File: config.mk
export PLATFORM = sky130hd
export DESIGN_NAME = btimr_core
export DESIGN_NICKNAME = d
export VERILOG_FILES = /design/src/logic/btimr_pkg.sv /design/src/logic/btimr_core.sv /design/src/logic/btimr_flag.sv /design/src/logic/btimr_read_arm.sv
export VERILOG_INCLUDE_DIRS = /design/src /design/src/logic
export SDC_FILE = /design/constraint.sdc
export NUM_CORES = 1
export LEC_CHECK = 0
export BUFFER_PORTS_ARGS = -buffer_cell sky130_fd_sc_hd__buf_2
export CORE_MARGIN = 2
export CORE_UTILIZATION = 45
export DETAILED_ROUTE_END_ITERATION = 8
export PLACE_DENSITY = 0.74
export SETUP_SLACK_MARGIN = 0.05
export SYNTH_ARGS = -nofsm -noshare
export SYNTH_HDL_FRONTEND = slang
export SYNTH_SLANG_ARGS = --single-unit
File: constraint.sdc
create_clock -name clk_sys -period 1.11 [get_ports clk_sys]
set_input_delay 0.1665 -clock clk_sys [delete_from_list [all_inputs] [get_ports clk_sys]]
set_output_delay 0.1665 -clock clk_sys [all_outputs]
set_load 0.01 [all_outputs]
File: src/logic/btimr_cfg.svh
// constants for the block-transfer host interrupt mask register
// Overview of operation
// - host writing 1 to slave_reset_req sets it; reset then in progress.
// - host writing 0 to slave_reset_req leaves the stored value unchanged.
// - host reads slave_reset_req as 0 unless reset_readback_enable is set.
// - slave_reset_req clears only on a slave 0 write after reading 1.
// - host writing 0 sets user_flag_2 or user_flag_1; writing 1 does nothing.
// - user flag clears on a slave 0 write after reading it as 1.
// - user flag also sets on a slave 1 write after reading it as 0.
// - slave_to_host_irq tells the host that an attention flag was raised.
// - slave_to_host_irq sets only on slave 1 write after reading 0.
// - host writing 1 clears slave_to_host_irq; writing 0 has no effect.
// - raising slave_to_host_irq emits no serial interrupt; firmware does that.
// - host writes slave_to_host_irq_enable freely; slave only reads it.
`ifndef BTIMR_CFG_SVH
`define BTIMR_CFG_SVH

`define BTIMR_DATA_W        8
`define BTIMR_BIT_RST_REQ   7
`define BTIMR_BIT_RSVD_HI   6
`define BTIMR_BIT_RSVD_LO   5
`define BTIMR_BIT_USER3     4
`define BTIMR_BIT_USER2     3
`define BTIMR_BIT_USER1     2
`define BTIMR_BIT_IRQ       1
`define BTIMR_BIT_IRQ_EN    0
`define BTIMR_RESET_VALUE   8'h00
`define BTIMR_READ_LATENCY  1

`endif

File: src/logic/btimr_pkg.sv
// types shared by the host interrupt mask register design
`default_nettype none
package btimr_pkg;
  typedef logic [7:0] btimr_byte_type;
  typedef enum logic {BTIMR_SIDE_SLAVE, BTIMR_SIDE_HOST} btimr_side_type;
endpackage : btimr_pkg
`default_nettype wire

File: src/logic/btimr_core.sv
// dual-ported host interrupt mask register: slave side and host side
`timescale 1ns/1ps
`default_nettype none
`include "btimr_cfg.svh"
module btimr_core
  import btimr_pkg::*;
(
  // clock and reset
  input  wire logic             clk_sys,
  input  wire logic             rst_n,
  // slave processor access
  input  wire logic             slvRd,
  input  wire logic             slvWr,
  input  wire btimr_byte_type   slvWdata,
  output btimr_byte_type        slvRdata_q,
  output logic                  slvRdValid_q,
  // host access, already decoded from the host interface
  input  wire logic             hstRd,
  input  wire logic             hstWr,
  input  wire btimr_byte_type   hstWdata,
  output btimr_byte_type        hstRdata_q,
  output logic                  hstRdValid_q,
  // control from a neighbouring register
  input  wire logic             resetReadbackEnable,
  // state toward the rest of the device
  output logic                  slaveResetReq_q,
  output logic                  userFlag3_q,
  output logic                  userFlag2_q,
  output logic                  userFlag1_q,
  output logic                  slaveToHostIrq_q,
  output logic                  slaveToHostIrqEnable_q,
  output logic                  hostIrqPending_q,
  output logic                  slaveResetRise_q
);

  ////////////////////////////////////////////////////////////////////////////
  // register image

  logic       rstReq;
  logic       user2;
  logic       user1;
  logic       irq;
  logic       irqEn;
  logic [1:0] rsvd_q;
  logic       user3_q;
  btimr_byte_type regImage;

  // reset image split per field, so one constant sets every bit
  localparam btimr_byte_type RESET_IMAGE = `BTIMR_RESET_VALUE;
  localparam logic       RST_REQ_INIT = RESET_IMAGE[`BTIMR_BIT_RST_REQ];
  localparam logic [1:0] RSVD_INIT    = RESET_IMAGE[`BTIMR_BIT_RSVD_HI:`BTIMR_BIT_RSVD_LO];
  localparam logic       USER3_INIT   = RESET_IMAGE[`BTIMR_BIT_USER3];
  localparam logic       USER2_INIT   = RESET_IMAGE[`BTIMR_BIT_USER2];
  localparam logic       USER1_INIT   = RESET_IMAGE[`BTIMR_BIT_USER1];
  localparam logic       IRQ_INIT     = RESET_IMAGE[`BTIMR_BIT_IRQ];
  localparam logic       IRQ_EN_INIT  = RESET_IMAGE[`BTIMR_BIT_IRQ_EN];

  assign regImage = {
    rstReq,
    rsvd_q,
    user3_q,
    user2,
    user1,
    irq,
    irqEn
  };

  ////////////////////////////////////////////////////////////////////////////
  // shared next-value rule

  // same priority as the flag cells, so the mirrors never drift from them
  function automatic logic flagNext(
    input logic setEv,
    input logic clrEv,
    input logic cur
  );
    if (setEv)
      return 1'b1;
    else if (clrEv)
      return 1'b0;
    else
      return cur;
  endfunction : flagNext

  ////////////////////////////////////////////////////////////////////////////
  // slave read snapshot

  btimr_byte_type seenOne;
  btimr_byte_type seenZero;

  btimr_read_arm #(
    .WIDTH (`BTIMR_DATA_W)
  ) u_arm (
    .clk_sys  (clk_sys),
    .rst_n    (rst_n),
    .rdEn     (slvRd),
    .rdVal    (regImage),
    .wrEn     (slvWr),
    .seenOne  (seenOne),
    .seenZero (seenZero)
  );

  // qualifiers that a slave write to each flag must meet
  wire logic rstSeenOne  = seenOne[`BTIMR_BIT_RST_REQ];
  wire logic u2SeenOne   = seenOne[`BTIMR_BIT_USER2];
  wire logic u2SeenZero  = seenZero[`BTIMR_BIT_USER2];
  wire logic u1SeenOne   = seenOne[`BTIMR_BIT_USER1];
  wire logic u1SeenZero  = seenZero[`BTIMR_BIT_USER1];
  wire logic irqSeenZero = seenZero[`BTIMR_BIT_IRQ];

  ////////////////////////////////////////////////////////////////////////////
  // write decode per bit and side

  // host side: only a 1 sets the reset request, a 0 is ignored
  wire logic hstRstSet  = hstWr & hstWdata[`BTIMR_BIT_RST_REQ];

  // slave side: clear only after the request was seen as 1
  wire logic slvRstClr  = slvWr & ~slvWdata[`BTIMR_BIT_RST_REQ]
                        & rstSeenOne;

  // host sets a user flag by writing 0; a 1 leaves it alone
  wire logic hstU2Set   = hstWr & ~hstWdata[`BTIMR_BIT_USER2];
  wire logic hstU1Set   = hstWr & ~hstWdata[`BTIMR_BIT_USER1];

  // slave toggles a user flag only against what it read before
  wire logic slvU2Clr   = slvWr & ~slvWdata[`BTIMR_BIT_USER2]
                        & u2SeenOne;
  wire logic slvU1Clr   = slvWr & ~slvWdata[`BTIMR_BIT_USER1]
                        & u1SeenOne;
  wire logic slvU2Set   = slvWr & slvWdata[`BTIMR_BIT_USER2]
                        & u2SeenZero;
  wire logic slvU1Set   = slvWr & slvWdata[`BTIMR_BIT_USER1]
                        & u1SeenZero;

  wire logic u2Set      = hstU2Set | slvU2Set;
  wire logic u1Set      = hstU1Set | slvU1Set;

  // slave raises the host interrupt only after it read the bit as 0
  wire logic slvIrqSet  = slvWr & slvWdata[`BTIMR_BIT_IRQ]
                        & irqSeenZero;

  // host acknowledges with a 1; a 0 write has no effect
  wire logic hstIrqClr  = hstWr & hstWdata[`BTIMR_BIT_IRQ];

  // enable belongs to the host alone; slave writes never reach it
  wire logic irqEnWr    = hstWr;
  wire logic irqEnSet   = irqEnWr & hstWdata[`BTIMR_BIT_IRQ_EN];
  wire logic irqEnClr   = irqEnWr & ~hstWdata[`BTIMR_BIT_IRQ_EN];

  ////////////////////////////////////////////////////////////////////////////
  // flag cells

  btimr_flag #(
    .RESET_VAL (RST_REQ_INIT)
  ) u_rst_req (
    .clk_sys (clk_sys),
    .rst_n   (rst_n),
    .setEv   (hstRstSet),
    .clrEv   (slvRstClr),
    .flag_q  (rstReq)
  );

  btimr_flag #(
    .RESET_VAL (USER2_INIT)
  ) u_user2 (
    .clk_sys (clk_sys),
    .rst_n   (rst_n),
    .setEv   (u2Set),
    .clrEv   (slvU2Clr),
    .flag_q  (user2)
  );

  btimr_flag #(
    .RESET_VAL (USER1_INIT)
  ) u_user1 (
    .clk_sys (clk_sys),
    .rst_n   (rst_n),
    .setEv   (u1Set),
    .clrEv   (slvU1Clr),
    .flag_q  (user1)
  );

  btimr_flag #(
    .RESET_VAL (IRQ_INIT)
  ) u_irq (
    .clk_sys (clk_sys),
    .rst_n   (rst_n),
    .setEv   (slvIrqSet),
    .clrEv   (hstIrqClr),
    .flag_q  (irq)
  );

  // host writes a definite value, so set and clear never meet here
  btimr_flag #(
    .RESET_VAL (IRQ_EN_INIT)
  ) u_irq_en (
    .clk_sys (clk_sys),
    .rst_n   (rst_n),
    .setEv   (irqEnSet),
    .clrEv   (irqEnClr),
    .flag_q  (irqEn)
  );

  ////////////////////////////////////////////////////////////////////////////
  // plain storage bits

  // reserved bits are writable from both sides; host wins a same-cycle race
  wire logic [1:0] rsvdHst = hstWdata[`BTIMR_BIT_RSVD_HI:`BTIMR_BIT_RSVD_LO];
  wire logic [1:0] rsvdSlv = slvWdata[`BTIMR_BIT_RSVD_HI:`BTIMR_BIT_RSVD_LO];
  wire logic [1:0] rsvd_d  = hstWr ? rsvdHst : (slvWr ? rsvdSlv : rsvd_q);

  // user_flag_3 is the slave's alone; the host neither sees nor writes it
  wire logic user3_d = slvWr ? slvWdata[`BTIMR_BIT_USER3] : user3_q;

  always_ff @(posedge clk_sys)
  begin
    if (!rst_n)
    begin
      rsvd_q  <= RSVD_INIT;
      user3_q <= USER3_INIT;
    end
    else
    begin
      rsvd_q  <= rsvd_d;
      user3_q <= user3_d;
    end
  end

  ////////////////////////////////////////////////////////////////////////////
  // read views

  // the reset request stays hidden from the host unless readback is enabled
  wire logic hstRstView = rstReq & resetReadbackEnable;

  // bit 4 belongs to the slave alone and reads 0 here
  wire btimr_byte_type hstView = {
    hstRstView,
    rsvd_q,
    1'b0,
    user2,
    user1,
    irq,
    irqEn
  };
  wire btimr_byte_type slvView = regImage;

  wire btimr_byte_type slvRdata_d = slvRd ? slvView : slvRdata_q;
  wire btimr_byte_type hstRdata_d = hstRd ? hstView : hstRdata_q;

  always_ff @(posedge clk_sys)
  begin
    if (!rst_n)
    begin
      slvRdata_q   <= 8'h00;
      hstRdata_q   <= 8'h00;
      slvRdValid_q <= 1'b0;
      hstRdValid_q <= 1'b0;
    end
    else
    begin
      slvRdata_q   <= slvRdata_d;
      hstRdata_q   <= hstRdata_d;
      slvRdValid_q <= slvRd;
      hstRdValid_q <= hstRd;
    end
  end

  ////////////////////////////////////////////////////////////////////////////
  // registered copies for the rest of the device

  // next values, so the mirrors line up with the flag cells cycle for cycle
  wire logic rstReq_d = flagNext(hstRstSet, slvRstClr, rstReq);
  wire logic user2_d  = flagNext(u2Set, slvU2Clr, user2);
  wire logic user1_d  = flagNext(u1Set, slvU1Clr, user1);
  wire logic irq_d    = flagNext(slvIrqSet, hstIrqClr, irq);
  wire logic irqEn_d  = flagNext(irqEnSet, irqEnClr, irqEn);

  // pending is a level for host logic only; no serial interrupt is sent
  wire logic pending_d = irq_d & irqEn_d;

  // one-cycle pulse when a reset request newly appears
  wire logic rstRise_d = rstReq_d & ~rstReq;

  always_ff @(posedge clk_sys)
  begin
    if (!rst_n)
    begin
      slaveResetReq_q        <= RST_REQ_INIT;
      userFlag3_q            <= USER3_INIT;
      userFlag2_q            <= USER2_INIT;
      userFlag1_q            <= USER1_INIT;
      slaveToHostIrq_q       <= IRQ_INIT;
      slaveToHostIrqEnable_q <= IRQ_EN_INIT;
      hostIrqPending_q       <= IRQ_INIT & IRQ_EN_INIT;
      slaveResetRise_q       <= 1'b0;
    end
    else
    begin
      slaveResetReq_q        <= rstReq_d;
      userFlag3_q            <= user3_d;
      userFlag2_q            <= user2_d;
      userFlag1_q            <= user1_d;
      slaveToHostIrq_q       <= irq_d;
      slaveToHostIrqEnable_q <= irqEn_d;
      hostIrqPending_q       <= pending_d;
      slaveResetRise_q       <= rstRise_d;
    end
  end

endmodule : btimr_core
`default_nettype wire

File: src/logic/btimr_flag.sv
// one hardware flag with separate set and clear events
`timescale 1ns/1ps
`default_nettype none
module btimr_flag
  import btimr_pkg::*;
#(
  parameter logic RESET_VAL = 1'b0
)
(
  // clock and reset
  input  wire logic clk_sys,
  input  wire logic rst_n,
  // events
  input  wire logic setEv,
  input  wire logic clrEv,
  // state
  output logic      flag_q
);
  // set beats clear so a racing set is never lost
  wire logic flag_d = setEv ? 1'b1 : (clrEv ? 1'b0 : flag_q);

  always_ff @(posedge clk_sys)
  begin
    if (!rst_n)
      flag_q <= RESET_VAL;
    else
      flag_q <= flag_d;
  end
endmodule : btimr_flag
`default_nettype wire

File: src/logic/btimr_read_arm.sv
// snapshot of the last slave read, consumed by the next slave write
`timescale 1ns/1ps
`default_nettype none
module btimr_read_arm
  import btimr_pkg::*;
#(
  parameter int WIDTH = 8
)
(
  // clock and reset
  input  wire logic             clk_sys,
  input  wire logic             rst_n,
  // slave accesses
  input  wire logic             rdEn,
  input  wire logic [WIDTH-1:0] rdVal,
  input  wire logic             wrEn,
  // qualifiers for a write in this cycle
  output logic      [WIDTH-1:0] seenOne,
  output logic      [WIDTH-1:0] seenZero
);
  logic [WIDTH-1:0] snap_q;
  logic             valid_q;

  // a write spends the snapshot; a read in the same cycle re-arms it
  wire logic             valid_d = rdEn | (valid_q & ~wrEn);
  wire logic [WIDTH-1:0] snap_d  = rdEn ? rdVal : snap_q;

  always_ff @(posedge clk_sys)
  begin
    if (!rst_n)
    begin
      valid_q <= 1'b0;
      snap_q  <= '0;
    end
    else
    begin
      valid_q <= valid_d;
      snap_q  <= snap_d;
    end
  end

  assign seenOne  = {WIDTH{valid_q}} & snap_q;
  assign seenZero = {WIDTH{valid_q}} & ~snap_q;
endmodule : btimr_read_arm
`default_nettype wire

==> results.sh <==
export IMPL_max_freq_mhz=998
export IMPL_nets=172
export IMPL_clockBufferDepth=2
export IMPL_rsz0062_at_grt="no"
export IMPL_r2r_start="u_arm.valid_q$_SDFF_PN0_"
export IMPL_ys_types=23
export IMPL_worst_path_buf_inv=1
export IMPL_grt_use_total_pct=16.5
export IMPL_synth_seq_cells=28
export IMPL_root_buffer="clkbuf_4"
export IMPL_ios=49
export IMPL_vdd_ir_drop_max_mv=1.03
export IMPL_p_seq_share_pct=63.4
export IMPL_met3_length_um=133
export IMPL_clk_pin_slew_ns=0.13
export IMPL_grt_max_degree=28
export IMPL_switchingPower_uw=414
export IMPL_fillCellCount=237
export IMPL_tns_ns=0
export IMPL_hold_viol_final=0
export IMPL_cts_tree="yes"
export IMPL_syn_area_per_cell_um2=10.6
export IMPL_die_area_mm2=0.00291
export IMPL_clk_latency_ns=0.32
export IMPL_worst_setup_path_type="flop to output pin"
export IMPL_crit_path_start="userFlag2_q$_SDFFE_PN0P_"
export IMPL_ys_warn_count=0
export IMPL_numCtsBuffers=3
export IMPL_highest_layer="met4"
export IMPL_htree_levels=1
export IMPL_skew_ns=0.00356
export IMPL_p_clk_share_pct=23.0
export IMPL_comb_power_share_pct=13.7
export IMPL_grt_pass1_vias=791
export IMPL_hp_start="hstWdata[7]"
export IMPL_hpwlAfterDp_um=1560
export IMPL_dr_pass1_iters=2
export IMPL_hold_path_class="input pin to flop"
export IMPL_grt_pass1_wl_um=3420
export IMPL_worstPathRequired_ns=0.94
export IMPL_wl_met2_um=1030
export IMPL_ys_seq_area_share_pct=50.0
export IMPL_initialDrtViolationCount=5
export IMPL_place_congestion=0.718
export IMPL_slew_violations=0
export IMPL_fin_crit_sh_pct=90.3
export IMPL_final_antenna_net_count=0
export IMPL_antenna_found_initial=0
export IMPL_internal_power_mw=1.30
export IMPL_overflow=0
export IMPL_coreArea_mm2=0.00241
export IMPL_insertedDiodeCount=0
export IMPL_io_buffers=45
export IMPL_start_kind="flop"
export IMPL_drive_gt1_share_pct=39.5
export IMPL_die_w_um=53.9
export IMPL_post_cts_buffers=0
export IMPL_syn_inst=106
export IMPL_worstPathArrival_ns=0.84
export IMPL_route_detailed_drc=0
export IMPL_route_vias_total=862
export IMPL_rows=18
export IMPL_wl_um=2120
export IMPL_start_util_pct=46.5
export IMPL_crit_family="flip-flops"
export IMPL_swShare_pct=24.2
export IMPL_slowest_delay_ns=0.39
export IMPL_cts_sinks=28
export IMPL_syn_area_mm2=0.00112
export IMPL_crit_chain="buf_2"
export IMPL_maxCapViolCount=0
export IMPL_power_density_mw_per_mm2=1250
export IMPL_drt_vias_per_instance=4.87
export IMPL_syn_nets=129
export IMPL_wl_met1_um=925
export IMPL_synthToLayoutAreaGrowth_pct=22.0
export IMPL_path_max_fanout=5
export IMPL_status="completed"
export IMPL_fin_crit_ns=1.00
export IMPL_cp_end_kind="output pin"
export IMPL_setup_slack_ns=0.108
export IMPL_total_power_mw=1.72
export IMPL_wl_per_cell_um=12.0
export IMPL_die_h_um=53.9
export IMPL_crit_slowest_cell="dfxtp_4"
export IMPL_p_leak_nw=0.665
export IMPL_setup_viol=0
export IMPL_ff2ff_setup_slack_ns=0.22
export IMPL_place_ws_ns=0.178
worst paths after layout:
kind,cells past startpoint,to
worst max-delay path,1,userFlag2_q
worst min-delay path,3,slaveResetRise_q$_SDFF_PN0_
worst max register to register,3,u_user1.flag_q$_SDFFE_PN0P_
worst min register to register,1,slaveResetRise_q$_SDFF_PN0_
state kept, by name, summed over array words and instances (netlist names):
register,count
userFlag2_q,1
hstRdata_q,7
slaveResetReq_q,1
u_user1.flag_q,1
u_irq_en.flag_q,1
slaveToHostIrq_q,1
hostIrqPending_q,1
slvRdata_q,8
slvRdValid_q,1
hstRdValid_q,1
u_arm.valid_q,1
userFlag3_q,1
rsvd_q,2
slaveResetRise_q,1
layout by cell type (no fill, tap or decap):
| master | n |
|---|---|
| buf_2 | 45 |
| dfxtp_1 | 23 |
| nor2b_1 | 20 |
| mux2i_1 | 18 |
| nand2_1 | 5 |
| o21ai_0 | 5 |
| and2_1 | 4 |
| dfxtp_2 | 4 |
| nor2b_2 | 3 |
| clkbuf_4 | 3 |
| nand2b_1 | 2 |
| a21boi_0 | 2 |
| and3_1 | 2 |
| a21oi_1 | 2 |
| o31ai_2 | 1 |
| and4b_1 | 1 |
| a21oi_2 | 1 |
| nor3b_1 | 1 |
| o31ai_1 | 1 |
| nand3_1 | 1 |
| o21a_1 | 1 |
| conb_1 | 1 |
| dfxtp_4 | 1 |
repair_timing:
| item | CTS | global route |
|---|---|---|
| gates resized for setup | 3 | 3 |
| hold endpoints to repair | 0 | 0 |
| setup endpoints to repair | 3 | 3 |
| hold buffers | 0 | 0 |
layer usage:
metal	global-route usage, %	vias up
met5	0	-
met4	6.41	0
met3	3.06	2
met2	29.1	25
met1	19.6	400
li1	-	435
cells in the mapped netlist:
cell type	instances	area [um2]
dfxtp_1	28	561
nor2b_1	20	125
mux2i_1	18	180
nand2_1	5	18.8
o21ai_0	5	25.0
and2_1	4	25.0
buf_4	3	22.5
nor2b_2	3	26.3
a21boi_0	2	15.0
a21oi_1	2	10.0
and3_1	2	12.5
buf_2	2	10.0
nand2b_1	2	12.5
a21oi_2	1	8.76
and4b_1	1	10.0
buf_6	1	11.3
clkbuf_1	1	3.75
conb_1	1	3.75
nand3_1	1	5.00
nor3b_1	1	7.51
o21a_1	1	7.51
o31ai_1	1	7.51
o31ai_2	1	12.5
through the flow:
stage,hold slack (ns),cell area [um2],cells,util [%]
floorplan,0.295,1120,106,-
global placement,0.430,1340,174,55.5
detailed placement,0.434,1340,174,55.5
CTS,0.0832,1360,177,56.5
global route,0.0807,1370,177,56.7
finish,0.0918,1370,177,56.7
power by group through the flow:
| stage | sequential, mW | combinational [mW] | clock (mW) |
|---|---|---|---|
| 3_3_place_gp | 1.11 | 0.232 | 0 |
| 3_5_place_dp | 1.11 | 0.238 | 0 |
| 4_1_cts | 1.09 | 0.238 | 0.413 |
| 2_1_floorplan | 1.12 | 0.134 | 0 |
| 5_1_grt | 1.10 | 0.261 | 0.452 |
| 6_report | 1.09 | 0.234 | 0.394 |
kinds of logic after synthesis:
family | Yosys count | share of synthesized area, %
compound gates | 13 | 7.70
buf+inv | 7 | 4.24
simple gates | 39 | 21.7
flops | 28 | 50.0
other cells | 1 | 0.335
mux | 18 | 16.1
final cells by class:
cell class              instances  area, um2  share of cell area, %
clock buffers                   3       22.5                   1.65
well taps                      30       37.5                   2.74
repair buffers                 45        225                   16.5
flip-flops and latches         28        569                   41.6
multi-input cells              71        513                   37.5
No activity file was read; power rests on OpenSTA's default activity.
